==> config.mk <==
export PLATFORM = sky130hd
export DESIGN_NAME = kwu_key_wakeup
export DESIGN_NICKNAME = d
export VERILOG_FILES = /design/src/verilog/kwu_pkg.sv /design/src/verilog/kwu_wake_comb.sv /design/src/verilog/kwu_key_wakeup.sv
export SDC_FILE = /design/constraint.sdc
export NUM_CORES = 1
export LEC_CHECK = 0
export BUFFER_PORTS_ARGS = -buffer_cell sky130_fd_sc_hd__buf_2
export CORE_MARGIN = 5
export CORE_UTILIZATION = 51
export CTS_CLUSTER_SIZE = 20
export DETAILED_ROUTE_END_ITERATION = 8
export PLACE_DENSITY = 0.94
export SETUP_SLACK_MARGIN = 0.3
export SLEW_MARGIN = 20
export SYNTH_ARGS = -nofsm -noshare
export SYNTH_HDL_FRONTEND = slang
export SYNTH_HIERARCHICAL = 1
export SYNTH_SLANG_ARGS = --single-unit
==> constraint.sdc <==
create_clock -name SYS_CLK_IN -period 4.91 [get_ports SYS_CLK_IN]
set_clock_uncertainty 0.2 [all_clocks]
set_input_delay 0.491 -clock SYS_CLK_IN [delete_from_list [all_inputs] [get_ports SYS_CLK_IN]]
set_output_delay 0.491 -clock SYS_CLK_IN [all_outputs]
set_load 0.1 [all_outputs]
==> src/verilog/kwu_pkg.sv <==
// Package with constants for the key wakeup standby release block
package kwu_pkg;
  localparam int          KWU_ADDR_W          = 16;
  localparam int          KWU_DATA_W          = 8;
  localparam int          KWU_PINS            = 4;
  localparam int          KWU_SYNC_DEPTH      = 2;
  // Register offsets
  localparam logic [15:0] KWU_KEY_WAKE_EN_ADR = 16'h0031;
  localparam logic [15:0] KWU_STATUS_ADR      = 16'h0032;
  localparam logic [15:0] KWU_MODE_ADR        = 16'h0033;
  // Field positions of the key wake enable register
  localparam int          KWU_EN_LSB          = 4;
  localparam int          KWU_EN_MSB          = 7;
  // Reset values
  localparam logic [3:0]  KWU_EN_RST          = 4'h0;
  localparam logic        KWU_RELM_RST        = 1'b0;
  // Warm-up time in ns and the derived cycle count
  localparam int          KWU_CLK_PERIOD_NS   = 25;
  localparam int          KWU_WARMUP_NS       = 1000;
  localparam int          KWU_WARMUP_CYC      = (KWU_WARMUP_NS + KWU_CLK_PERIOD_NS - 1) / KWU_CLK_PERIOD_NS;
  localparam int          KWU_WARM_W          = 8;
  typedef enum logic [1:0] {KWU_RUN, KWU_STANDBY, KWU_WARMUP} kwu_state_t;
endpackage : kwu_pkg

==> src/verilog/kwu_wake_comb.sv <==
// Clockless wakeup request combiner for the key pins and release pin
`timescale 1ns/1ps
module kwu_wake_comb
  import kwu_pkg::*;
(
  input  wire logic [3:0] key_pin_in,
  input  wire logic [3:0] key_en_in,
  input  wire logic       rel_pin_in,
  input  wire logic       relm_in,
  input  wire logic       rel_pin_prev_in,
  output logic            level_req_out,
  output logic            wake_req_out
);
  // Pure gates, so the request exists while the system clock is stopped
  always_comb
  begin
    level_req_out = rel_pin_in | (|(key_en_in & ~key_pin_in));
    if (relm_in)
      wake_req_out = level_req_out;
    else
      wake_req_out = rel_pin_in & ~rel_pin_prev_in;
  end
endmodule : kwu_wake_comb

==> src/verilog/kwu_key_wakeup.sv <==
// Key-on wakeup standby release top level
//
// Our own choice: the address-and-strobe port.
`timescale 1ns/1ps
module kwu_key_wakeup
(
  // Clock and reset
  input  wire logic                        SYS_CLK_IN,
  input  wire logic                        RST_IN,
  // Register port
  input  wire logic [kwu_pkg::KWU_ADDR_W-1:0] ADDR_IN,
  input  wire logic [kwu_pkg::KWU_DATA_W-1:0] WDATA_IN,
  input  wire logic                        WR_IN,
  input  wire logic                        RD_IN,
  output logic [kwu_pkg::KWU_DATA_W-1:0]   RDATA_OUT,
  // Pins: key_wake_pin_5..2 as bits 3..0, and dedicated release pin
  input  wire logic [3:0]                  KEY_WAKE_PIN_IN,
  input  wire logic                        REL_PIN_IN,
  // Core side
  input  wire logic                        STANDBY_ENTRY_IN,
  output logic [3:0]                       KEY_PORT_DATA_OUT,
  output logic                             STANDBY_OUT,
  output logic                             OSC_STOP_OUT,
  output logic                             WAKE_REQ_OUT,
  output logic                             WARMUP_DONE_OUT
);
  import kwu_pkg::*;

  // Run, standby and warm-up are the three sequencer states. Software
  // programs the key enables and the release mode over the register port,
  // and the core pulses the entry input in place of the standby instruction.

  // Register bus state
  logic [3:0]            key_en_r;
  logic [3:0]            key_en_nxt;
  logic                  relm_r;
  logic                  relm_nxt;
  logic                  rel_prev_r;
  logic                  rel_prev_nxt;
  logic [7:0]            rdata_r;
  logic [7:0]            rdata_nxt;
  logic [3:0]            port_r;
  logic [3:0]            port_nxt;
  // Sequencer state
  kwu_state_t            state_r;
  kwu_state_t            state_nxt;
  logic [KWU_WARM_W-1:0] warm_r;
  logic [KWU_WARM_W-1:0] warm_nxt;
  logic                  done_r;
  logic                  done_nxt;
  // Clockless request terms from the combiner
  logic                  level_req;
  logic                  wake_req;
  // Decodes shared by several processes
  logic                  wr_en_hit;
  logic                  wr_mode_hit;
  logic                  in_standby;

  // Full address compare; no mirrored addresses
  function automatic logic hit(input logic [15:0] a, input logic [15:0] b);
    hit = (a == b);
  endfunction : hit

  // State decode for the standby, oscillator-stop and wake outputs
  function automatic logic is_standby(input kwu_state_t s);
    is_standby = (s == KWU_STANDBY);
  endfunction : is_standby

  // Warm-up count loaded on every way into warm-up
  function automatic logic [KWU_WARM_W-1:0] warm_load();
    warm_load = KWU_WARM_W'(KWU_WARMUP_CYC);
  endfunction : warm_load

  // Write decodes; bits 3..0 of an enable write have no storage
  assign wr_en_hit   = WR_IN & hit(ADDR_IN, KWU_KEY_WAKE_EN_ADR);
  assign wr_mode_hit = WR_IN & hit(ADDR_IN, KWU_MODE_ADR);
  assign in_standby  = is_standby(state_r);

  // Request combiner kept free of the clock, so in level mode a key press can end standby
  // with the oscillator stopped. The edge-mode term still reads the pin
  // history flop, which only moves while the clock runs: in edge mode the
  // release pin must rise after standby has been entered.
  kwu_wake_comb u_comb (
    .key_pin_in      (KEY_WAKE_PIN_IN),
    .key_en_in       (key_en_r),
    .rel_pin_in      (REL_PIN_IN),
    .relm_in         (relm_r),
    .rel_pin_prev_in (rel_prev_r),
    .level_req_out   (level_req),
    .wake_req_out    (wake_req)
  );

  // Register writes and reads; enable register is write-only
  // Release mode select sits in bit 0 of its own register; reset picks edge mode
  always_comb
  begin
    key_en_nxt   = key_en_r;
    relm_nxt     = relm_r;
    rel_prev_nxt = REL_PIN_IN;                                          // Edge-mode pin history
    // Plain port copy of the pins, one cycle late
    port_nxt     = KEY_WAKE_PIN_IN;
    // Read data stand for one cycle only, zero otherwise
    rdata_nxt    = 8'h00;
    if (wr_en_hit)
      key_en_nxt = WDATA_IN[KWU_EN_MSB:KWU_EN_LSB];
    if (wr_mode_hit)
      relm_nxt = WDATA_IN[0];
    if (RD_IN)
    begin
      // Enable register reads as zero since it is write-only
      if (hit(ADDR_IN, KWU_STATUS_ADR))
        rdata_nxt = {KEY_WAKE_PIN_IN, 1'b0, done_r, state_r};
      else if (hit(ADDR_IN, KWU_MODE_ADR))
        rdata_nxt = {7'h00, relm_r};
      else
        rdata_nxt = 8'h00;
    end
  end

  // Standby sequencer: run, standby, warm-up
  // The count is loaded on the way into warm-up and runs down to one, so
  // warm-up lasts exactly the warm-up count; done marks the return to run.
  always_comb
  begin
    state_nxt = state_r;
    warm_nxt  = warm_r;
    done_nxt  = 1'b0;                                                   // Done is a one-cycle pulse
    case (state_r)
      KWU_RUN:
        // Entry is only taken in run; pulses in other states are ignored
        if (STANDBY_ENTRY_IN)
        begin
          // A present release condition skips standby entirely
          if (level_req)
          begin
            state_nxt = KWU_WARMUP;
            warm_nxt  = warm_load();
          end
          else
            state_nxt = KWU_STANDBY;
        end
      KWU_STANDBY:
        // Level mode wakes on levels, edge mode on the release pin rising
        if (wake_req)
        begin
          state_nxt = KWU_WARMUP;
          warm_nxt  = warm_load();
        end
      KWU_WARMUP:
        // Stopping at one avoids an extra cycle spent at zero
        if (warm_r <= KWU_WARM_W'(1))
        begin
          state_nxt = KWU_RUN;
          warm_nxt  = '0;
          done_nxt  = 1'b1;
        end
        else
          warm_nxt = warm_r - KWU_WARM_W'(1);
      default:
        // Unused encoding falls back to run
        state_nxt = KWU_RUN;
    endcase
  end

  // Register bus flops
  always_ff @(posedge SYS_CLK_IN or posedge RST_IN)
  begin
    if (RST_IN)
    begin
      key_en_r   <= KWU_EN_RST;
      relm_r     <= KWU_RELM_RST;
      rel_prev_r <= 1'b0;
      rdata_r    <= 8'h00;
      port_r     <= 4'h0;
    end
    else
    begin
      key_en_r   <= key_en_nxt;
      relm_r     <= relm_nxt;
      rel_prev_r <= rel_prev_nxt;
      rdata_r    <= rdata_nxt;
      port_r     <= port_nxt;
    end
  end

  // Sequencer flops; a reset in standby returns to run with no done pulse
  always_ff @(posedge SYS_CLK_IN or posedge RST_IN)
  begin
    if (RST_IN)
    begin
      state_r <= KWU_RUN;
      warm_r  <= '0;
      done_r  <= 1'b0;
    end
    else
    begin
      state_r <= state_nxt;
      warm_r  <= warm_nxt;
      done_r  <= done_nxt;
    end
  end

  // Outputs; oscillator-stop only while truly in standby
  // Both come from the state flop, so pin noise cannot glitch them
  assign RDATA_OUT         = rdata_r;
  assign KEY_PORT_DATA_OUT = port_r;
  assign STANDBY_OUT       = in_standby;
  assign OSC_STOP_OUT      = in_standby;
  assign WAKE_REQ_OUT      = wake_req & in_standby;
  assign WARMUP_DONE_OUT   = done_r;
endmodule : kwu_key_wakeup

[Word-level counts from Yosys, hierarchy flattened]
Index checks and enable logic that the tools add are counted.
Operators by class
  $add $sub $neg: 1
  $lt $le $gt $ge: 1
  equality and inequality tests: 9
  muxes and demuxes: 16
  bitwise gates (word level): 8
  reductions and logical operators: 5
Operators with widths (count)
  == test 16 x 6 -> 1 bit, second input constant: 3
  2-to-1 mux 8 bit: 6
  case mux 8 bit (3 select lines): 1
  less-or-equal comparator 8 x 1 -> 1 bit, second input constant: 1
  2-to-1 mux 2 bit: 4
  inequality test 2 bit, second input constant: 4
  subtractor 8 x 1 -> 8 bit, second input constant: 1
  case mux 2 bit (3 select lines): 1
  AND 1 bit: 4
  AND 4 bit: 1
  2-to-1 mux 1 bit: 4
  inverter 4 bit: 1
  AND reduction 4 bit: 1
  OR reduction 4 bit: 1
  AND reduction 3 bit: 1
  nonzero test 3 bit: 1
  == test 2 x 1 -> 1 bit, second input constant: 1
  == test 2 bit, second input constant: 1
  zero test 2 bit: 1
  inverter 1 bit: 1
  OR 1 bit: 1
Word-level totals
  register bits after elaboration: 29
  input port bits: 34
  output and inout port bits: 16
  word-level logic and storage cells: 48

[Longest topological paths before layout]
  word-level depth: 7
  mapped depth: 7

[Cells and area by module]
The synthesis kept the hierarchy.
Modules (own cells, without submodules)
  kwu_key_wakeup: instances 1, cells an instance 115, area an instance 1262.5 sq um
  kwu_wake_comb: instances 1, cells an instance 9, area an instance 62.6 sq um

[Least setup slack after synthesis]
No wires, ideal clock.
  path type: flip-flop to output port
  from: reg state_r[0]
  to: out STANDBY_OUT
  arrival time: 2481 ps
  required time: 4219 ps
  slack: 1738 ps
  cell stages (with the launch flop): 4
  buffers on the path: 2
  cells stage by stage: dfrtp_1 > clkbuf_1 > nor2b_1 > buf_4
Between the ends
  cells in the longest elaborated chain, start to end: 1
RTL lines
  from (decl): line kwu_key_wakeup.sv:45  | kwu_state_t state_r;
  from (signal assigned): line kwu_key_wakeup.sv:197  | state_r <= state_nxt;
  == test 2 x 1 -> 1 bit: line kwu_key_wakeup.sv:66  | is_standby = (s == KWU_STANDBY);
  to (decl): line kwu_key_wakeup.sv:22  | output logic STANDBY_OUT,
Every way passes these cells.

[Worst setup path in the final report]
  from: reg key_en_r[2]
  to: out WAKE_REQ_OUT
Between the ends
  cells in the longest elaborated chain, start to end: 5
RTL lines
  from (decl): line kwu_key_wakeup.sv:34  | logic [3:0] key_en_r;
  from (signal assigned): line kwu_key_wakeup.sv:178  | key_en_r <= key_en_nxt;
  AND 4 bit: line kwu_wake_comb.sv:17  | level_req_out = rel_pin_in | (|(key_en_in & ~key_pin_in));
  OR reduction 4 bit: line kwu_wake_comb.sv:17
  OR 1 bit: line kwu_wake_comb.sv:17
  2-to-1 mux 1 bit: line kwu_wake_comb.sv:18  | if (relm_in)
  via wake_req: line kwu_key_wakeup.sv:53  | logic wake_req;
  AND 1 bit: line kwu_key_wakeup.sv:209  | assign WAKE_REQ_OUT = wake_req & in_standby;
  to (decl): line kwu_key_wakeup.sv:24  | output logic WAKE_REQ_OUT,
The timed path passes the listed nets, and every way through them passes these cells.

==> PnR_summary.wiki <==
{| class="wikitable"
! Metric !! Value
|-
| Relative slew slack || 59.1%
|-
| Post-Syn Area || 1330 sq um
|-
| Startpoint class of the critical path || flip-flop
|-
| Synthesized-area fraction occupied by and/or/nand/nor cells || 22.1%
|-
| Number of buffers created by CTS || 3
|-
| Crit. Startpoint || key_en_r[2]$_DFFE_PP0P_
|-
| Clock latency at the later pin of the worst-skew pair || 0.31 ns
|-
| Peak supply drop || 0.000235 V
|-
| Number of cells on the worst reg-to-reg path || 4
|-
| Die area || 3720 sq um
|-
| Share of the synthesized area in compound gates (AO/OA/AOI/OAI) || 14.1%
|-
| Number of antenna violations at the first check in global routing || 0
|-
| Worst Path Arrival || 1.71 ns
|-
| Xor-xnor portion of the synthesized cell area || 0.661%
|-
| Area occupied by registers || 701 sq um
|-
| Combinational family with the most area after synthesis || simple AND/OR/NAND/NOR gates
|-
| Via count of the first global-routing pass || 1123
|-
| Core occupancy in the finished layout || 64.2%
|-
| Distinct cells, synth || 34
|-
| Critical path fanouts, max || 3
|-
| CTS H-Tree Depth || 1
|-
| Final weighted congestion in routability-driven placement || 0.878
|-
| Dpl ws || 2.55 ns
|-
| Pwr dens || 428 nW/um^2
|-
| Post-cts repair resize count || 0
|-
| Initial core utilization || 53.5%
|-
| Num ports || 50
|-
| Slew of the pin with the lowest slew margin || 0.607 ns
|-
| Die H || 61.0 um
|-
| Detailed Place HPWL || 2330 um
|-
| Mux share of post-synthesis cell area || 5.00%
|-
| Std-Cell Rows || 18
|-
| Power after layout || 0.682 mW
|-
| Seq/Total Area, Yosys || 52.9%
|-
| Fraction of power consumed by the clock network || 12.9%
|-
| Aggregate global routing overflow || 0
|-
| Final Setup Violations || 0
|-
| Vias after detailed routing || 1105
|-
| Count of final hold-check violations || 1
|-
| Worst reg2reg startpoint || warm_r[2]$_DFFE_PP0P_
|-
| Synth cell count leaders || 28 x sky130_fd_sc_hd__dfrtp_1, 10 x sky130_fd_sc_hd__a21oi_1, 10 x sky130_fd_sc_hd__nor2_1
|-
| RSZ-0062 raised after global routing || no
|-
| Layout fillers || 190
|-
| Largest net degree at the start of global routing || 29
|-
| Slack of the critical path || 2.51 ns
|-
| Number of max-cap violations || 0
|-
| Number of enable-type register cells in the synthesized netlist || 0
|-
| Yosys warning total || 6
|-
| Clock slew at the register clock pins of the worst setup and hold paths || 0.13 ns
|-
| Via density || 5.55
|-
| Number of iterations in the first detailed-routing pass || 4
|-
| Largest area contributor in the netlist || sky130_fd_sc_hd__dfrtp_1
|-
| TritonCTS clock tree || yes
|-
| Crit. End Element || output port
|-
| Sw Share || 43.2%
|-
| Width of the chip || 61.0 um
|-
| Number of design rule violations left after detail routing || 0
|-
| Number of buffers added on ports || 45
|-
| Number of instances in the synthesized netlist || 124
|-
| Bufs on Longest Clock Path || 2
|-
| Multi-input gate area in the final layout || 583 sq um
|-
| Share of power burned in combinational logic || 39.8%
|-
| Post-layout minimum cycle time || 2.40 ns
|-
| Total routed wirelength || 2940 um
|-
| Post-Syn Nets || 160
|-
| Mean post-synth cell area || 10.7 sq um
|-
| Post-synth top flop || sky130_fd_sc_hd__dfrtp_1
|-
| Hold slack || -0.000280 ns
|-
| Fin nets || 207
|-
| Global-route wire length before repair || 4830 um
|-
| Async S/R FF share, synth || 100%
|-
| Internal power of the cells || 0.387 mW
|-
| Post CTS Setup Buffer Count || 0
|-
| Root buf cell || sky130_fd_sc_hd__clkbuf_4
|-
| Number of antenna repair diodes || 0
|-
| Hold Buf Count CTS || 0
|-
| Area growth, synth to finish || 20.1%
|-
| Fraction of post-synthesis cell area in the top cell type by area || 52.9%
|-
| Worst EP required || 4.22 ns
|-
| Flops & latches, synth || 28
|-
| Detail-routed net length per standard cell || 14.8 um
|-
| Maximum clock frequency || 416 MHz
|-
| Share of post-route cells with drive strength above 1 || 34.9%
|-
| Category of the critical setup timing path || flip-flop to output port
|-
| Part of the cycle the worst path needs || 48.9%
|-
| Sinks on Clock Net || 28
|-
| Count leader, synth || sky130_fd_sc_hd__dfrtp_1
|-
| Final setup TNS || 0 ns
|-
| Reg power frac || 47.2%
|-
| Adder-cell area share of the yosys netlist || 1.89%
|-
| Std-Cell Core Area || 2480 sq um
|-
| Worst min-delay path class || primary input to asynchronous set/reset pin
|-
| Main area contributors after synthesis || sky130_fd_sc_hd__dfrtp_1 53%, sky130_fd_sc_hd__mux2_2 4.2%, sky130_fd_sc_hd__a21oi_1 3.8%, sky130_fd_sc_hd__and2_1 2.8%, sky130_fd_sc_hd__nand2b_1 2.8%
|-
| Slew Limit Fails || 0
|-
| Leakage dissipation || 0.787 nW
|-
| Result of the run || finished with violations
|-
| Number of nets with antenna violations after routing || 0
|-
| Failing checks || negative hold slack
|-
| Starting DRT DRC Count || 51
|-
| Switching Power || 0.294 mW
|-
| Combined global-route utilization of all metal layers || 17.4%
|}
cell usage in the layout, fill, tap and decap left out, drive strengths merged:
| master | synthesis | layout |
|---|---|---|
| a21o | 1 | 1 |
| a21oi | 11 | 11 |
| a31oi | 1 | 1 |
| a32o | 1 | 1 |
| a41oi | 1 | 1 |
| and2 | 6 | 6 |
| buf | 2 | 45 |
| clkbuf | 1 | 3 |
| conb | 1 | 1 |
| dfrtp | 28 | 28 |
| ha | 2 | 2 |
| inv | 6 | 6 |
| mux2 | 5 | 5 |
| mux2i | 1 | 1 |
| nand2 | 6 | 6 |
| nand2b | 6 | 6 |
| nand3 | 1 | 1 |
| nand3b | 1 | 1 |
| nand4 | 4 | 4 |
| nor2 | 10 | 10 |
| nor2b | 3 | 3 |
| nor3 | 4 | 4 |
| nor3b | 4 | 4 |
| nor4 | 3 | 3 |
| nor4bb | 1 | 1 |
| o21a | 1 | 1 |
| o21ai | 7 | 7 |
| o22ai | 1 | 1 |
| o41a | 1 | 1 |
| o41ai | 1 | 1 |
| or4 | 2 | 2 |
| xor2 | 1 | 1 |
power groups by stage:
stage               registers, mW  clock network [mW]  logic (mW)
global route                0.328              0.0978       0.295
CTS                         0.319              0.0897       0.269
floorplan                   0.320                   0       0.210
finish                      0.322              0.0882       0.272
global placement            0.320                   0       0.254
detailed placement          0.324                   0       0.267
per-stage QoR:
stage / hold WS (ns) / std cells / instance area [sq um]
after floorplan: 0.282 / 124 / 1330
after global placement: 0.264 / 196 / 1570
after detailed placement: 0.266 / 196 / 1570
after CTS: 0.0952 / 199 / 1590
after global routing: 0.0604 / 199 / 1590
final: -0.000280 / 199 / 1590
path summary, 6_finish.rpt:
kind                                                       end  slack, ns
worst max-delay path                              WAKE_REQ_OUT       2.51
worst min-delay path                    RDATA_OUT[2]$_DFF_PP0_    -0.0003
worst min register to register          RDATA_OUT[2]$_DFF_PP0_       0.29
worst max register to register           warm_r[5]$_DFFE_PP0P_       2.74
min in group SYS_CLK_IN         KEY_PORT_DATA_OUT[1]$_DFF_PP0_       0.10
max in group asynchronous              key_en_r[0]$_DFFE_PP0P_       4.15
layer usage:
layer  wire length (um)  track usage, %  vias to the layer above
li1                   -               -                      531
met1               1150            19.5                      523
met5                  0               0                        -
met3                 89            1.28                       14
met4                 99            11.1                        0
met2               1600            31.6                       37
kinds of logic (layout without fill, tap and decap cells):
family	after synthesis	count (layout)
xor+xnor	1	1
buf+inv	9	54
other cells	1	1
mux	6	6
flops	28	28
fa+ha+maj	2	2
simple gates	51	51
compound gates	26	26
layout make-up:
class                           instances  share of cell area, %
Clock buffer                            3                   1.42
Inverter                                6                   1.42
Multi-Input combinational cell         87                   36.6
Sequential cell                        28                   44.0
Tap cell                               30                   2.36
Timing Repair Buffer                   45                   14.2
registers in the layout (all words and copies together), names as in the netlist:
register           flops
KEY_PORT_DATA_OUT      4
RDATA_OUT              7
WARMUP_DONE_OUT        1
key_en_r               4
rel_prev_r             1
relm_r                 1
state_r                2
warm_r                 8
critical path, cell delays in order (launching register included):
cell and delay, ns:
sky130_fd_sc_hd__dfrtp_1 0.40, sky130_fd_sc_hd__nand2b_1 0.09, sky130_fd_sc_hd__a41oi_2 0.24, sky130_fd_sc_hd__nand3b_1 0.15, sky130_fd_sc_hd__inv_1 0.09, sky130_fd_sc_hd__buf_2 0.42
No activity file was read; power rests on OpenSTA's default activity.
